[src/verilog/cbec_consts.svh]
// Event codes, unit masks and widths for the cache and bus event counter.
`ifndef CBEC_CONSTS_SVH
`define CBEC_CONSTS_SVH
`define CBEC_EV_SPLIT      8'h49
`define CBEC_EV_PRE_MISS   8'h4b
`define CBEC_EV_LOAD_HIT   8'h4c
`define CBEC_EV_L1_PREF    8'h4e
`define CBEC_EV_BUS_OUTST  8'h60
`define CBEC_EV_BUS_HOLD   8'h61
`define CBEC_UM_SPLIT_ST   8'h02
`define CBEC_UM_PRE_NTA    8'h00
`define CBEC_UM_PRE_ALL    8'h01
`define CBEC_UM_PRE_OUTER  8'h02
`define CBEC_UM_LOAD_HIT   8'h00
`define CBEC_UM_L1_PREF    8'h10
`define CBEC_CNT_W         40
`define CBEC_INC_W         4
`define CBEC_HOLD_CYCLES   2
`endif

[src/verilog/cbec_pkg.sv]
// Types for the cache and bus event counter.
`default_nettype none
package cbec_pkg;
  typedef logic [7:0] cbec_code_type;
  typedef enum logic [3:0] {
    CBEC_SEL_NONE,
    CBEC_SEL_SPLIT_ST,
    CBEC_SEL_PRE_NTA,
    CBEC_SEL_PRE_ALL,
    CBEC_SEL_PRE_OUTER,
    CBEC_SEL_LOAD_HIT,
    CBEC_SEL_L1_PREF,
    CBEC_SEL_BUS_OUTST,
    CBEC_SEL_BUS_HOLD
  } cbec_sel_type;
  typedef enum {
    CBEC_HOLD_IDLE,
    CBEC_HOLD_FIRST,
    CBEC_HOLD_SECOND
  } cbec_hold_type;
endpackage : cbec_pkg
`default_nettype wire

[src/verilog/cbec_hold_detect.sv]
// Counts bus-not-ready drives, one per two bus cycles of assertion.
`timescale 1ns/1ns
`default_nettype none
`include "cbec_consts.svh"
module cbec_hold_detect (
  input  wire logic ref_clk_i,
  input  wire logic reset_i,
  input  wire logic bus_cycle_en_i,
  input  wire logic bus_hold_off_drive_i,
  output var  logic hold_pulse_o
);
  import cbec_pkg::*;
  cbec_hold_type state;
  cbec_hold_type next_state;
  logic          next_pulse;
  always_comb begin
    next_state = state;
    next_pulse = 1'b0;
    if (bus_cycle_en_i) begin
      case (state)
        CBEC_HOLD_IDLE: begin
          if (bus_hold_off_drive_i) next_state = CBEC_HOLD_FIRST;
        end
        CBEC_HOLD_FIRST: begin
          // The count is given on the second bus cycle whether or not not-ready is still asserted.
          next_state = CBEC_HOLD_SECOND;
          next_pulse = 1'b1;
        end
        CBEC_HOLD_SECOND: begin
          next_state = bus_hold_off_drive_i ? CBEC_HOLD_FIRST
                                            : CBEC_HOLD_IDLE;
        end
        default: next_state = CBEC_HOLD_IDLE;
      endcase
    end
  end
  always_ff @(posedge ref_clk_i or posedge reset_i) begin
    if (reset_i) begin
      state        <= CBEC_HOLD_IDLE;
      hold_pulse_o <= 1'b0;
    end else begin
      state        <= next_state;
      hold_pulse_o <= next_pulse;
    end
  end
endmodule : cbec_hold_detect
`default_nettype wire

[src/verilog/cbec_counter.sv]
// Event selection and accumulating counter for cache and bus events.
//
// Behaviour
// - Count stores that straddle two cache lines.
// - Count non-temporal prefetches missing every cache.
// - Count all-level prefetches missing every cache.
// - Count second-level prefetches, both variants, missing.
// - Count prefetch misses at execution, speculative included.
// - Count loads hitting an unfinished prefetch line.
// - Count level-one data prefetch requests issued.
// - Rejected prefetch requests are counted as well.
// - Add pending full-line bus reads every cycle.
// - Read pending from issue until line received.
// - Only cacheable full-line data reads are pending.
// - Count bus-not-ready assertions driven by this processor; the code counts the synchronised bus-pin level, whichever agent drives it.
// - Agents assert not-ready near transaction capacity.
// - One count per two bus cycles asserted.
// - No new transaction while not-ready asserted.
`timescale 1ns/1ns
`default_nettype none
`include "cbec_consts.svh"
module cbec_counter (
  input  wire logic                     ref_clk_i,
  input  wire logic                     reset_i,
  input  wire logic                     enable_i,
  input  wire cbec_pkg::cbec_code_type  event_num_i,
  input  wire cbec_pkg::cbec_code_type  unit_mask_i,
  input  wire logic                     clear_i,
  input  wire logic [1:0]               split_line_store_event_i,
  input  wire logic [1:0]               nontemporal_prefetch_miss_event_i,
  input  wire logic [1:0]               all_level_prefetch_miss_event_i,
  input  wire logic [1:0]               second_level_prefetch_a_miss_i,
  input  wire logic [1:0]               second_level_prefetch_b_miss_i,
  input  wire logic [1:0]               load_hit_prefetch_i,
  input  wire logic [1:0]               first_level_prefetch_request_event_i,
  input  wire logic                     bus_read_issue_i,
  input  wire logic                     bus_read_done_i,
  input  wire logic                     bus_read_full_line_i,
  input  wire logic                     bus_read_cacheable_i,
  input  wire logic                     bus_read_data_source_i,
  input  wire logic                     bus_read_done_tracked_i,
  input  wire logic                     bus_cycle_en_i,
  input  wire logic                     bus_not_ready_signal_i,
  output var  logic [`CBEC_CNT_W-1:0]   count_o,
  output var  logic [`CBEC_INC_W-1:0]   outstanding_o,
  output var  logic                     issue_blocked_o
);
  import cbec_pkg::*;

  cbec_sel_type            sel;
  logic [`CBEC_INC_W-1:0]  inc;
  logic                    hold_pulse;
  logic                    bnr_s1;
  logic                    bnr_s2;
  logic                    bnr_s3;
  logic                    bnr_level;
  logic                    issue_tracked;
  logic [`CBEC_INC_W-1:0]  next_outstanding;
  logic [`CBEC_CNT_W-1:0]  next_count;
  wire  logic [2:0]        outer_sum;

  // Exact decode except 8'h60 and 8'h61, which ignore the unit mask; any other pair maps to no selection.
  assign sel =
    (event_num_i == `CBEC_EV_SPLIT && unit_mask_i == `CBEC_UM_SPLIT_ST)
      ? CBEC_SEL_SPLIT_ST :
    (event_num_i == `CBEC_EV_PRE_MISS && unit_mask_i == `CBEC_UM_PRE_NTA)
      ? CBEC_SEL_PRE_NTA :
    (event_num_i == `CBEC_EV_PRE_MISS && unit_mask_i == `CBEC_UM_PRE_ALL)
      ? CBEC_SEL_PRE_ALL :
    (event_num_i == `CBEC_EV_PRE_MISS && unit_mask_i == `CBEC_UM_PRE_OUTER)
      ? CBEC_SEL_PRE_OUTER :
    (event_num_i == `CBEC_EV_LOAD_HIT && unit_mask_i == `CBEC_UM_LOAD_HIT)
      ? CBEC_SEL_LOAD_HIT :
    (event_num_i == `CBEC_EV_L1_PREF && unit_mask_i == `CBEC_UM_L1_PREF)
      ? CBEC_SEL_L1_PREF :
    (event_num_i == `CBEC_EV_BUS_OUTST) ? CBEC_SEL_BUS_OUTST :
    (event_num_i == `CBEC_EV_BUS_HOLD)  ? CBEC_SEL_BUS_HOLD :
    CBEC_SEL_NONE;

  // Both outer-level variants feed one event.
  assign outer_sum = {1'b0, second_level_prefetch_a_miss_i}
                   + {1'b0, second_level_prefetch_b_miss_i};

  // Only cacheable full-line data-cache or prefetcher reads tracked.
  assign issue_tracked = bus_read_issue_i && bus_read_full_line_i
                      && bus_read_cacheable_i && bus_read_data_source_i;

  // Pending from the cycle after issue through the cycle the full line arrives.
  always_comb begin
    next_outstanding = outstanding_o;
    if (issue_tracked && !(bus_read_done_i && bus_read_done_tracked_i)) begin
      next_outstanding = outstanding_o + 1'b1;
    end else if (!issue_tracked && bus_read_done_i
                 && bus_read_done_tracked_i && outstanding_o != '0) begin
      next_outstanding = outstanding_o - 1'b1;
    end
  end

  // Not-ready comes from the bus pins, so it is synchronised first.
  // The filtered level is the registered hold-off output itself.
  assign bnr_level = issue_blocked_o;

  cbec_hold_detect u_hold (
    .ref_clk_i            (ref_clk_i),
    .reset_i              (reset_i),
    .bus_cycle_en_i       (bus_cycle_en_i),
    .bus_hold_off_drive_i (bnr_level),
    .hold_pulse_o         (hold_pulse)
  );

  // Prefetch events arrive at execute, before retirement is known.
  always_comb begin
    inc = '0;
    case (sel)
      CBEC_SEL_SPLIT_ST:  inc = {2'b00, split_line_store_event_i};
      CBEC_SEL_PRE_NTA:   inc = {2'b00,
                                 nontemporal_prefetch_miss_event_i};
      CBEC_SEL_PRE_ALL:   inc = {2'b00,
                                 all_level_prefetch_miss_event_i};
      CBEC_SEL_PRE_OUTER: inc = {1'b0, outer_sum};
      CBEC_SEL_LOAD_HIT:  inc = {2'b00, load_hit_prefetch_i};
      // Rejected requests are already in the request strobe.
      CBEC_SEL_L1_PREF:   inc = {2'b00,
                                 first_level_prefetch_request_event_i};
      CBEC_SEL_BUS_OUTST: inc = outstanding_o;
      CBEC_SEL_BUS_HOLD:  inc = {3'b000, hold_pulse};
      default:            inc = '0;
    endcase
  end

  // Several occurrences in one core cycle add together.
  assign next_count = clear_i ? '0
                    : enable_i ? count_o + {{(`CBEC_CNT_W-`CBEC_INC_W){1'b0}},
                                            inc}
                    : count_o;

  always_ff @(posedge ref_clk_i or posedge reset_i) begin
    if (reset_i) begin
      bnr_s1 <= 1'b0;
      bnr_s2 <= 1'b0;
      bnr_s3 <= 1'b0;
    end else begin
      bnr_s1 <= bus_not_ready_signal_i;
      bnr_s2 <= bnr_s1;
      bnr_s3 <= bnr_s2;
    end
  end

  // Asserted near capacity, so issuing must stop while it holds.
  // A pin change counts only once the last two stages agree, which keeps
  // a metastable first stage from toggling the level.
  always_ff @(posedge ref_clk_i or posedge reset_i) begin
    if (reset_i) begin
      issue_blocked_o <= 1'b0;
    end else if (bnr_s2 == bnr_s3) begin
      issue_blocked_o <= bnr_s3;
    end
  end

  always_ff @(posedge ref_clk_i or posedge reset_i) begin
    if (reset_i) begin
      count_o       <= '0;
      outstanding_o <= '0;
    end else begin
      count_o       <= next_count;
      outstanding_o <= next_outstanding;
    end
  end
endmodule : cbec_counter
`default_nettype wire

[config.mk]
export PLATFORM = sky130hd
export DESIGN_NAME = cbec_counter
export DESIGN_NICKNAME = d
export VERILOG_FILES = /design/src/verilog/cbec_pkg.sv /design/src/verilog/cbec_hold_detect.sv /design/src/verilog/cbec_counter.sv
export VERILOG_INCLUDE_DIRS = /design/src /design/src/verilog
export SDC_FILE = /design/constraint.sdc
export NUM_CORES = 1
export LEC_CHECK = 0
export BUFFER_PORTS_ARGS = -buffer_cell sky130_fd_sc_hd__buf_4
export CAP_MARGIN = 25
export CORE_AREA = 2 2 93 95
export CTS_CLUSTER_SIZE = 10
export DETAILED_ROUTE_END_ITERATION = 16
export DIE_AREA = 0 0 95 97
export PLACE_DENSITY = 0.7
export SLEW_MARGIN = 0
export SYNTH_ARGS = -nofsm -noshare
export SYNTH_HDL_FRONTEND = slang
export SYNTH_SLANG_ARGS = --single-unit
[constraint.sdc]
create_clock -name ref_clk_i -period 7.9 [get_ports ref_clk_i]
set_clock_uncertainty 0.2 [all_clocks]
set_input_delay 1.185 -clock ref_clk_i [delete_from_list [all_inputs] [get_ports ref_clk_i]]
set_output_delay 1.185 -clock ref_clk_i [all_outputs]
set_load 0.02 [all_outputs]
* Word level (Yosys, flattened, before mapping)
Index checks and enable logic that the tools add are counted.
Word-level totals: bits in registers 81, latch bits 0, RAM bits 0, ROM bits 0, logic and storage cells 73, memories kept 0
Cells by class: add/sub/neg operators 4, $mul 0, div/mod/pow operators 0, magnitude comparators 0, equality and inequality tests 21, shift-type cells 0, muxes and demuxes 18, bitwise operators 0, reduce and logical (&&, ||, !) cells 22
Operator list (count):
- 32-bit one-hot mux with 3 select lines | 1
- 40-bit 2-to-1 mux | 2
- 8-bit by 7-bit == test with 1-bit output (second input constant) | 6
- 40-bit by 4-bit adder with 40-bit output | 1
- 4-bit 2-to-1 mux | 10
- 32-bit by 1-bit == test with 1-bit output (second input constant) | 1
- 32-bit by 2-bit == test with 1-bit output (second input constant) | 1
- 32-bit logical NOT | 1
- 32-bit 2-to-1 mux | 1
- 4-bit one-hot mux with 8 select lines | 1
- 4-bit by 3-bit == test with 1-bit output (second input constant) | 4
- 1-bit logical AND | 14
- 4-bit by 2-bit == test with 1-bit output (second input constant) | 2
- 8-bit by 1-bit == test with 1-bit output (second input constant) | 1
- 8-bit by 2-bit == test with 1-bit output (second input constant) | 1
- 8-bit by 5-bit == test with 1-bit output (second input constant) | 1
- 8-bit logical NOT | 1
- 4-bit by 1-bit adder with 4-bit output (second input constant) | 1
- 4-bit by 1-bit == test with 1-bit output (second input constant) | 1
- 4-bit == test (second input constant) | 1
- 2-bit nonzero test | 2
- 4-bit nonzero test | 1
- 4-bit by 1-bit subtractor with 4-bit output (second input constant) | 1
- 2-bit by 2-bit adder with 3-bit output | 1
- other kinds (5) | 8

* Logic depth before layout (Yosys ltp)
word-level depth 14, gate-level depth with buffers 15

* By module
A second synthesis with hierarchy kept.
Second synthesis, totals: cell total of the unflattened synthesis 307, area, all modules 2921.6 um2
Modules (own cells, without submodules):
- cbec_counter | times used 1, cells each 297, area each 2808.9 um2, sequential area each 1201.2 um2
- cbec_hold_detect | times used 1, cells each 10, area each 112.6 um2, sequential area each 75.1 um2

* Least setup slack after synthesis
OpenSTA, ideal clock, no wires.
path kind in2reg, from input second_level_prefetch_a_miss_i[0], to register count_o[37], arrival 3.914 ns, data required time 7.622 ns, slack 3.708 ns, stages on the path 11, cells stage by stage ha_1 fa_1 mux2i_1 o2111ai_1 ha_1 a211oi_1 o21ba_2 or4_1 buf_2 or4_1 a21oi_1
On the way: word-level cells in the longest chain between the ends 5
Ends and longest elaborated chain:
- from (decl) | RTL line cbec_counter.sv:32 | input wire logic [1:0] second_level_prefetch_a_miss_i,
- 2-bit by 2-bit adder with 3-bit output | RTL line cbec_counter.sv:82 | + {1'b0, second_level_prefetch_b_miss_i};
- 4-bit one-hot mux with 8 select lines | RTL line cbec_counter.sv:114 | case (sel)
- 40-bit by 4-bit adder with 40-bit output | RTL line cbec_counter.sv:133 | : enable_i ? count_o + {{(`CBEC_CNT_W-`CBEC_INC_W){1'b0}},
- 40-bit 2-to-1 mux | RTL line cbec_counter.sv:133
- 40-bit 2-to-1 mux | RTL line cbec_counter.sv:132 | assign next_count = clear_i ? '0
- to (signal assigned) | RTL line cbec_counter.sv:165 | count_o <= next_count;
- to (decl) | RTL line cbec_counter.sv:44 | output var logic [`CBEC_CNT_W-1:0] count_o,
No other way between the ends. The select of a mux whose other input is x is not followed. A chain may end at the register's enable or synchronous reset.

* Worst setup path after layout
from input event_num_i[7], to register count_o[30]
On the way: word-level cells in the longest chain between the ends 14, elaborated cells between the ends (all ways) 32, those cells by class add/sub: 1; eq/ne: 14; mux: 11; reduce/logical: 6
Ends and longest elaborated chain:
- from (decl) | RTL line cbec_counter.sv:26 | input wire cbec_pkg::cbec_code_type event_num_i,
- 8-bit by 7-bit == test with 1-bit output (no source line)
- 4-bit 2-to-1 mux | RTL line cbec_counter.sv:77 | (event_num_i == `CBEC_EV_BUS_HOLD) ? CBEC_SEL_BUS_HOLD :
- 4-bit 2-to-1 mux | RTL line cbec_counter.sv:76 | (event_num_i == `CBEC_EV_BUS_OUTST) ? CBEC_SEL_BUS_OUTST :
- 4-bit 2-to-1 mux | RTL line cbec_counter.sv:74 | (event_num_i == `CBEC_EV_L1_PREF && unit_mask_i == `CBEC_UM_L1_PREF)
- 4-bit 2-to-1 mux | RTL line cbec_counter.sv:72 | (event_num_i == `CBEC_EV_LOAD_HIT && unit_mask_i == `CBEC_UM_LOAD_HIT)
- 4-bit 2-to-1 mux | RTL line cbec_counter.sv:70 | (event_num_i == `CBEC_EV_PRE_MISS && unit_mask_i == `CBEC_UM_PRE_OUTER)
- 4-bit 2-to-1 mux | RTL line cbec_counter.sv:68 | (event_num_i == `CBEC_EV_PRE_MISS && unit_mask_i == `CBEC_UM_PRE_ALL)
- 4-bit 2-to-1 mux | RTL line cbec_counter.sv:66 | (event_num_i == `CBEC_EV_PRE_MISS && unit_mask_i == `CBEC_UM_PRE_NTA)
- 4-bit 2-to-1 mux (*) | RTL line cbec_counter.sv:64 | (event_num_i == `CBEC_EV_SPLIT && unit_mask_i == `CBEC_UM_SPLIT_ST)
- 4-bit == test (tied with other cells) | RTL line cbec_counter.sv:114
- 4-bit one-hot mux with 8 select lines (*) | RTL line cbec_counter.sv:114
- 40-bit by 4-bit adder with 40-bit output (*) | RTL line cbec_counter.sv:133
- 40-bit 2-to-1 mux (*) | RTL line cbec_counter.sv:133
- 40-bit 2-to-1 mux (*) | RTL line cbec_counter.sv:132
Every way passes the cells marked *; elsewhere a longest branch is shown, timed or not. The select of a mux whose other input is x is not followed.

==> reports/summary.txt <==
DP Wirelength -> 5380 µm
Routed Antenna Nets -> 0
Final Power -> 560 µW
Core Area -> 8130 µm²
Most common cell after layout, fill and taps aside -> buf_4
Multiplexer share of the synthesized area -> 0.0245
Clock Latency Late Sink -> 0.31 ns
Longest Clk Path Bufs -> 2
Global-route wire length before repair -> 11500 µm
Synth Flop Type -> dfrtp_1
Sum of negative setup slack -> 0 ns
Max-Cap Viols -> 0
CP Data Arrival Time -> 4.51 ns
# rows -> 33
Final Setup Violations -> 0
Family with the most delay on the worst path -> simple AND/OR/NAND/NOR gates
Mapped Area -> 2920 µm²
Worst-margin pin slew -> 0.839 ns
Initial Util -> 0.358
Die width -> 95 µm
Period utilization -> 0.566
Worst Setup EP -> count_o[30]
Seq cells post-synth -> 51
Post-synthesis simple-gate area fraction -> 0.262
Register area -> 1280 µm²
Standby leakage power -> 1.66 nW
CP Max Fanout -> 12
Synthesized Nets -> 365
GRT Total Usage -> 0.155
Sink Count -> 51
DRC -> 0
Slew Limit Fails -> 0
Via density -> 5.20
Inst Count DP -> 495
Post-cts resize count -> 0
Finished Layout Cells -> 503
Grt total ovfl -> 0
Filler Cell Count -> 795
Ys Warns -> 0
# Post-CTS Setup Buffers -> 0
Largest family of logic cells by synthesized area -> simple AND/OR/NAND/NOR gates
CTS tree -> done
H-tree depth -> 2
IO Pins -> 87
Relative slew slack -> 0.437
Crit path cell chain -> buf_4, nor4b_1, and3b_1, nand4_1, o22ai_1, a211o_1, ha_1, inv_1, fa_1, nand2b_1, a21oi_1, nand3_1, or3_1, a21oi_1
Setup CP Type -> input pin to flop
Startpoint Class -> input pin
Critical path capture point type -> flop
WP data required -> 7.94 ns
Most frequent cells in the layout -> 86 x buf_4, 51 x dfrtp_1, 38 x nor2_1
DIE HEIGHT -> 97 µm
Post-synthesis adder-cell area fraction -> 0.0541
First DRT Iteration DRCs -> 182
Critical path buffer and inverter count -> 2
Crit-path slowest cell -> or3_1
Drt pass-1 iters -> 5
Pin count of the biggest net entering global routing -> 44
Mapped Cells -> 313
Post-Synth XOR/XNOR Area -> 0.0781
Fin crit period -> 4.47 ns
ANT cells -> 0
Most used cell, CP -> a21oi_1
Worst min path class -> flop to flop
PortBufs -> 86
Initial antenna violation count -> 0
Die area -> 9220 µm²
Mapped Avg Cell Area -> 9.31 µm²
Reg2Reg Depth -> 11
RR Endpoint -> count_o[30]
Nets@finish -> 449
CP max stage delay -> 0.46 ns
CP startpoint -> event_num_i[7]
CP Depth -> 14
Fmax -> 224 MHz
R2R Setup Slk -> 4.63 ns
Final core utilization -> 0.462
CTS buffer count -> 5
Placer Congestion -> 0.790
Area delta synth->final -> 29.0%
CTS clk-pin slew, worst paths -> 0.10 ns
FFs w/ async S/R, synth -> 1.00
Routed WL -> 7140 µm
Worst R2R Start -> outstanding_o[0]
Multi-input combinational cell area -> 1560 µm²
RSZ-0062 raised after global routing -> false
Share of layout cells above drive strength 1 -> 0.259
Register area share after synthesis -> 0.438
Hold Startpoint -> bnr_s1
Status -> completed
Fin. Hold Viols -> 0
Hold Buf Count CTS -> 0
Synth Area in Compound Gates -> 0.117
Via count -> 2614
Maximum VDD drop -> 0.0000750 V
Number of flops mapped to enable cells by yosys -> 0
Library cells used by synthesis -> 46
Routed wire per std cell -> 14.2 µm
Vias in the first global route -> 2445
Clock Tree Root -> clkbuf_8
Power density cells -> 149 nW/µm²
-- layer usage --
layer,global-route usage,wire length [µm],vias up,part of all wire
li1,-,-,1295,-
met1,0.205,3150,1250,0.44
met2,0.262,3560,62,0.50
met3,0.0273,343,7,0.048
met4,0.0346,94,0,0.013
met5,0,0,-,0
-- layout make-up --
type / instances / area share
Tap cell: 105 / 0.0349
Inverter: 10 / 0.00998
Multi-Input combinational cell: 242 / 0.415
Timing Repair Buffer: 87 / 0.177
Clock buffer: 5 / 0.0183
Clock inverter: 3 / 0.00499
Sequential cell: 51 / 0.339
-- logic make-up (layout without fill, tap and decap cells) --
| logic type | after synthesis | in the layout |
|---|---|---|
| AOI/OAI and AO/OA | 55 | 55 |
| DFF | 51 | 51 |
| and+or+nand+nor | 143 | 143 |
| muxes | 7 | 7 |
| xor gates and xnor gates | 26 | 26 |
| adders and majority gates | 11 | 11 |
| buffers and inverters | 20 | 105 |
-- synthesized netlist by cell type (all sizes together) (3+ instances only) --
cell,number,share of area
a211oi,3,0.0077
a21o,5,0.013
a21oi,18,0.031
and3,3,0.0064
and4,3,0.0090
clkbuf,8,0.010
dfrtp,51,0.44
fa,3,0.021
ha,7,0.030
inv,10,0.013
mux2i,6,0.021
nand2,23,0.030
nand2b,3,0.0064
nand3,15,0.026
nand3b,3,0.0077
nand4,14,0.032
nor2,38,0.049
nor3,6,0.010
nor3b,4,0.010
nor4,5,0.013
nor4b,3,0.0090
o21ai,16,0.027
or3,12,0.026
or4,5,0.014
xnor2,19,0.057
xor2,7,0.021
-- registers in the layout, indices dropped and copies added, names as in the netlist --
signal / count
count_o: 40
outstanding_o: 4
u_hold.state: 2
bnr_s1: 1
bnr_s2: 1
bnr_s3: 1
issue_blocked_o: 1
u_hold.hold_pulse_o: 1
-- stage by stage --
step / cell area, µm² / setup slack [ns] / hold WS [ns]
after CTS: 3760 / 3.38 / 0.165
final: 3760 / 3.43 / 0.164
after global routing: 3760 / 3.04 / 0.166
after floorplan: 2920 / 3.71 / 0.131
after global placement: 3650 / 3.23 / 0.136
after detailed placement: 3670 / 3.06 / 0.142
-- how the worst min path moves through the flow --
stage	end	slack (ns)	cells after the start
2_1_floorplan	bnr_s2	0.13	0
3_3_place_gp	bnr_s2	0.14	0
3_5_place_dp	bnr_s2	0.14	0
4_1_cts	bnr_s2	0.16	0
5_1_grt	bnr_s2	0.17	0
6_report	bnr_s2	0.16	0
-- report_power, final --
group	internal, mW	leakage (nW)	switching (mW)
registers	0.275	0.693	0.0188
logic	0.0564	0.920	0.0573
clock network	0.0626	0.0483	0.0905
total	0.394	1.66	0.167
Power figures use the tool's default switching activity.
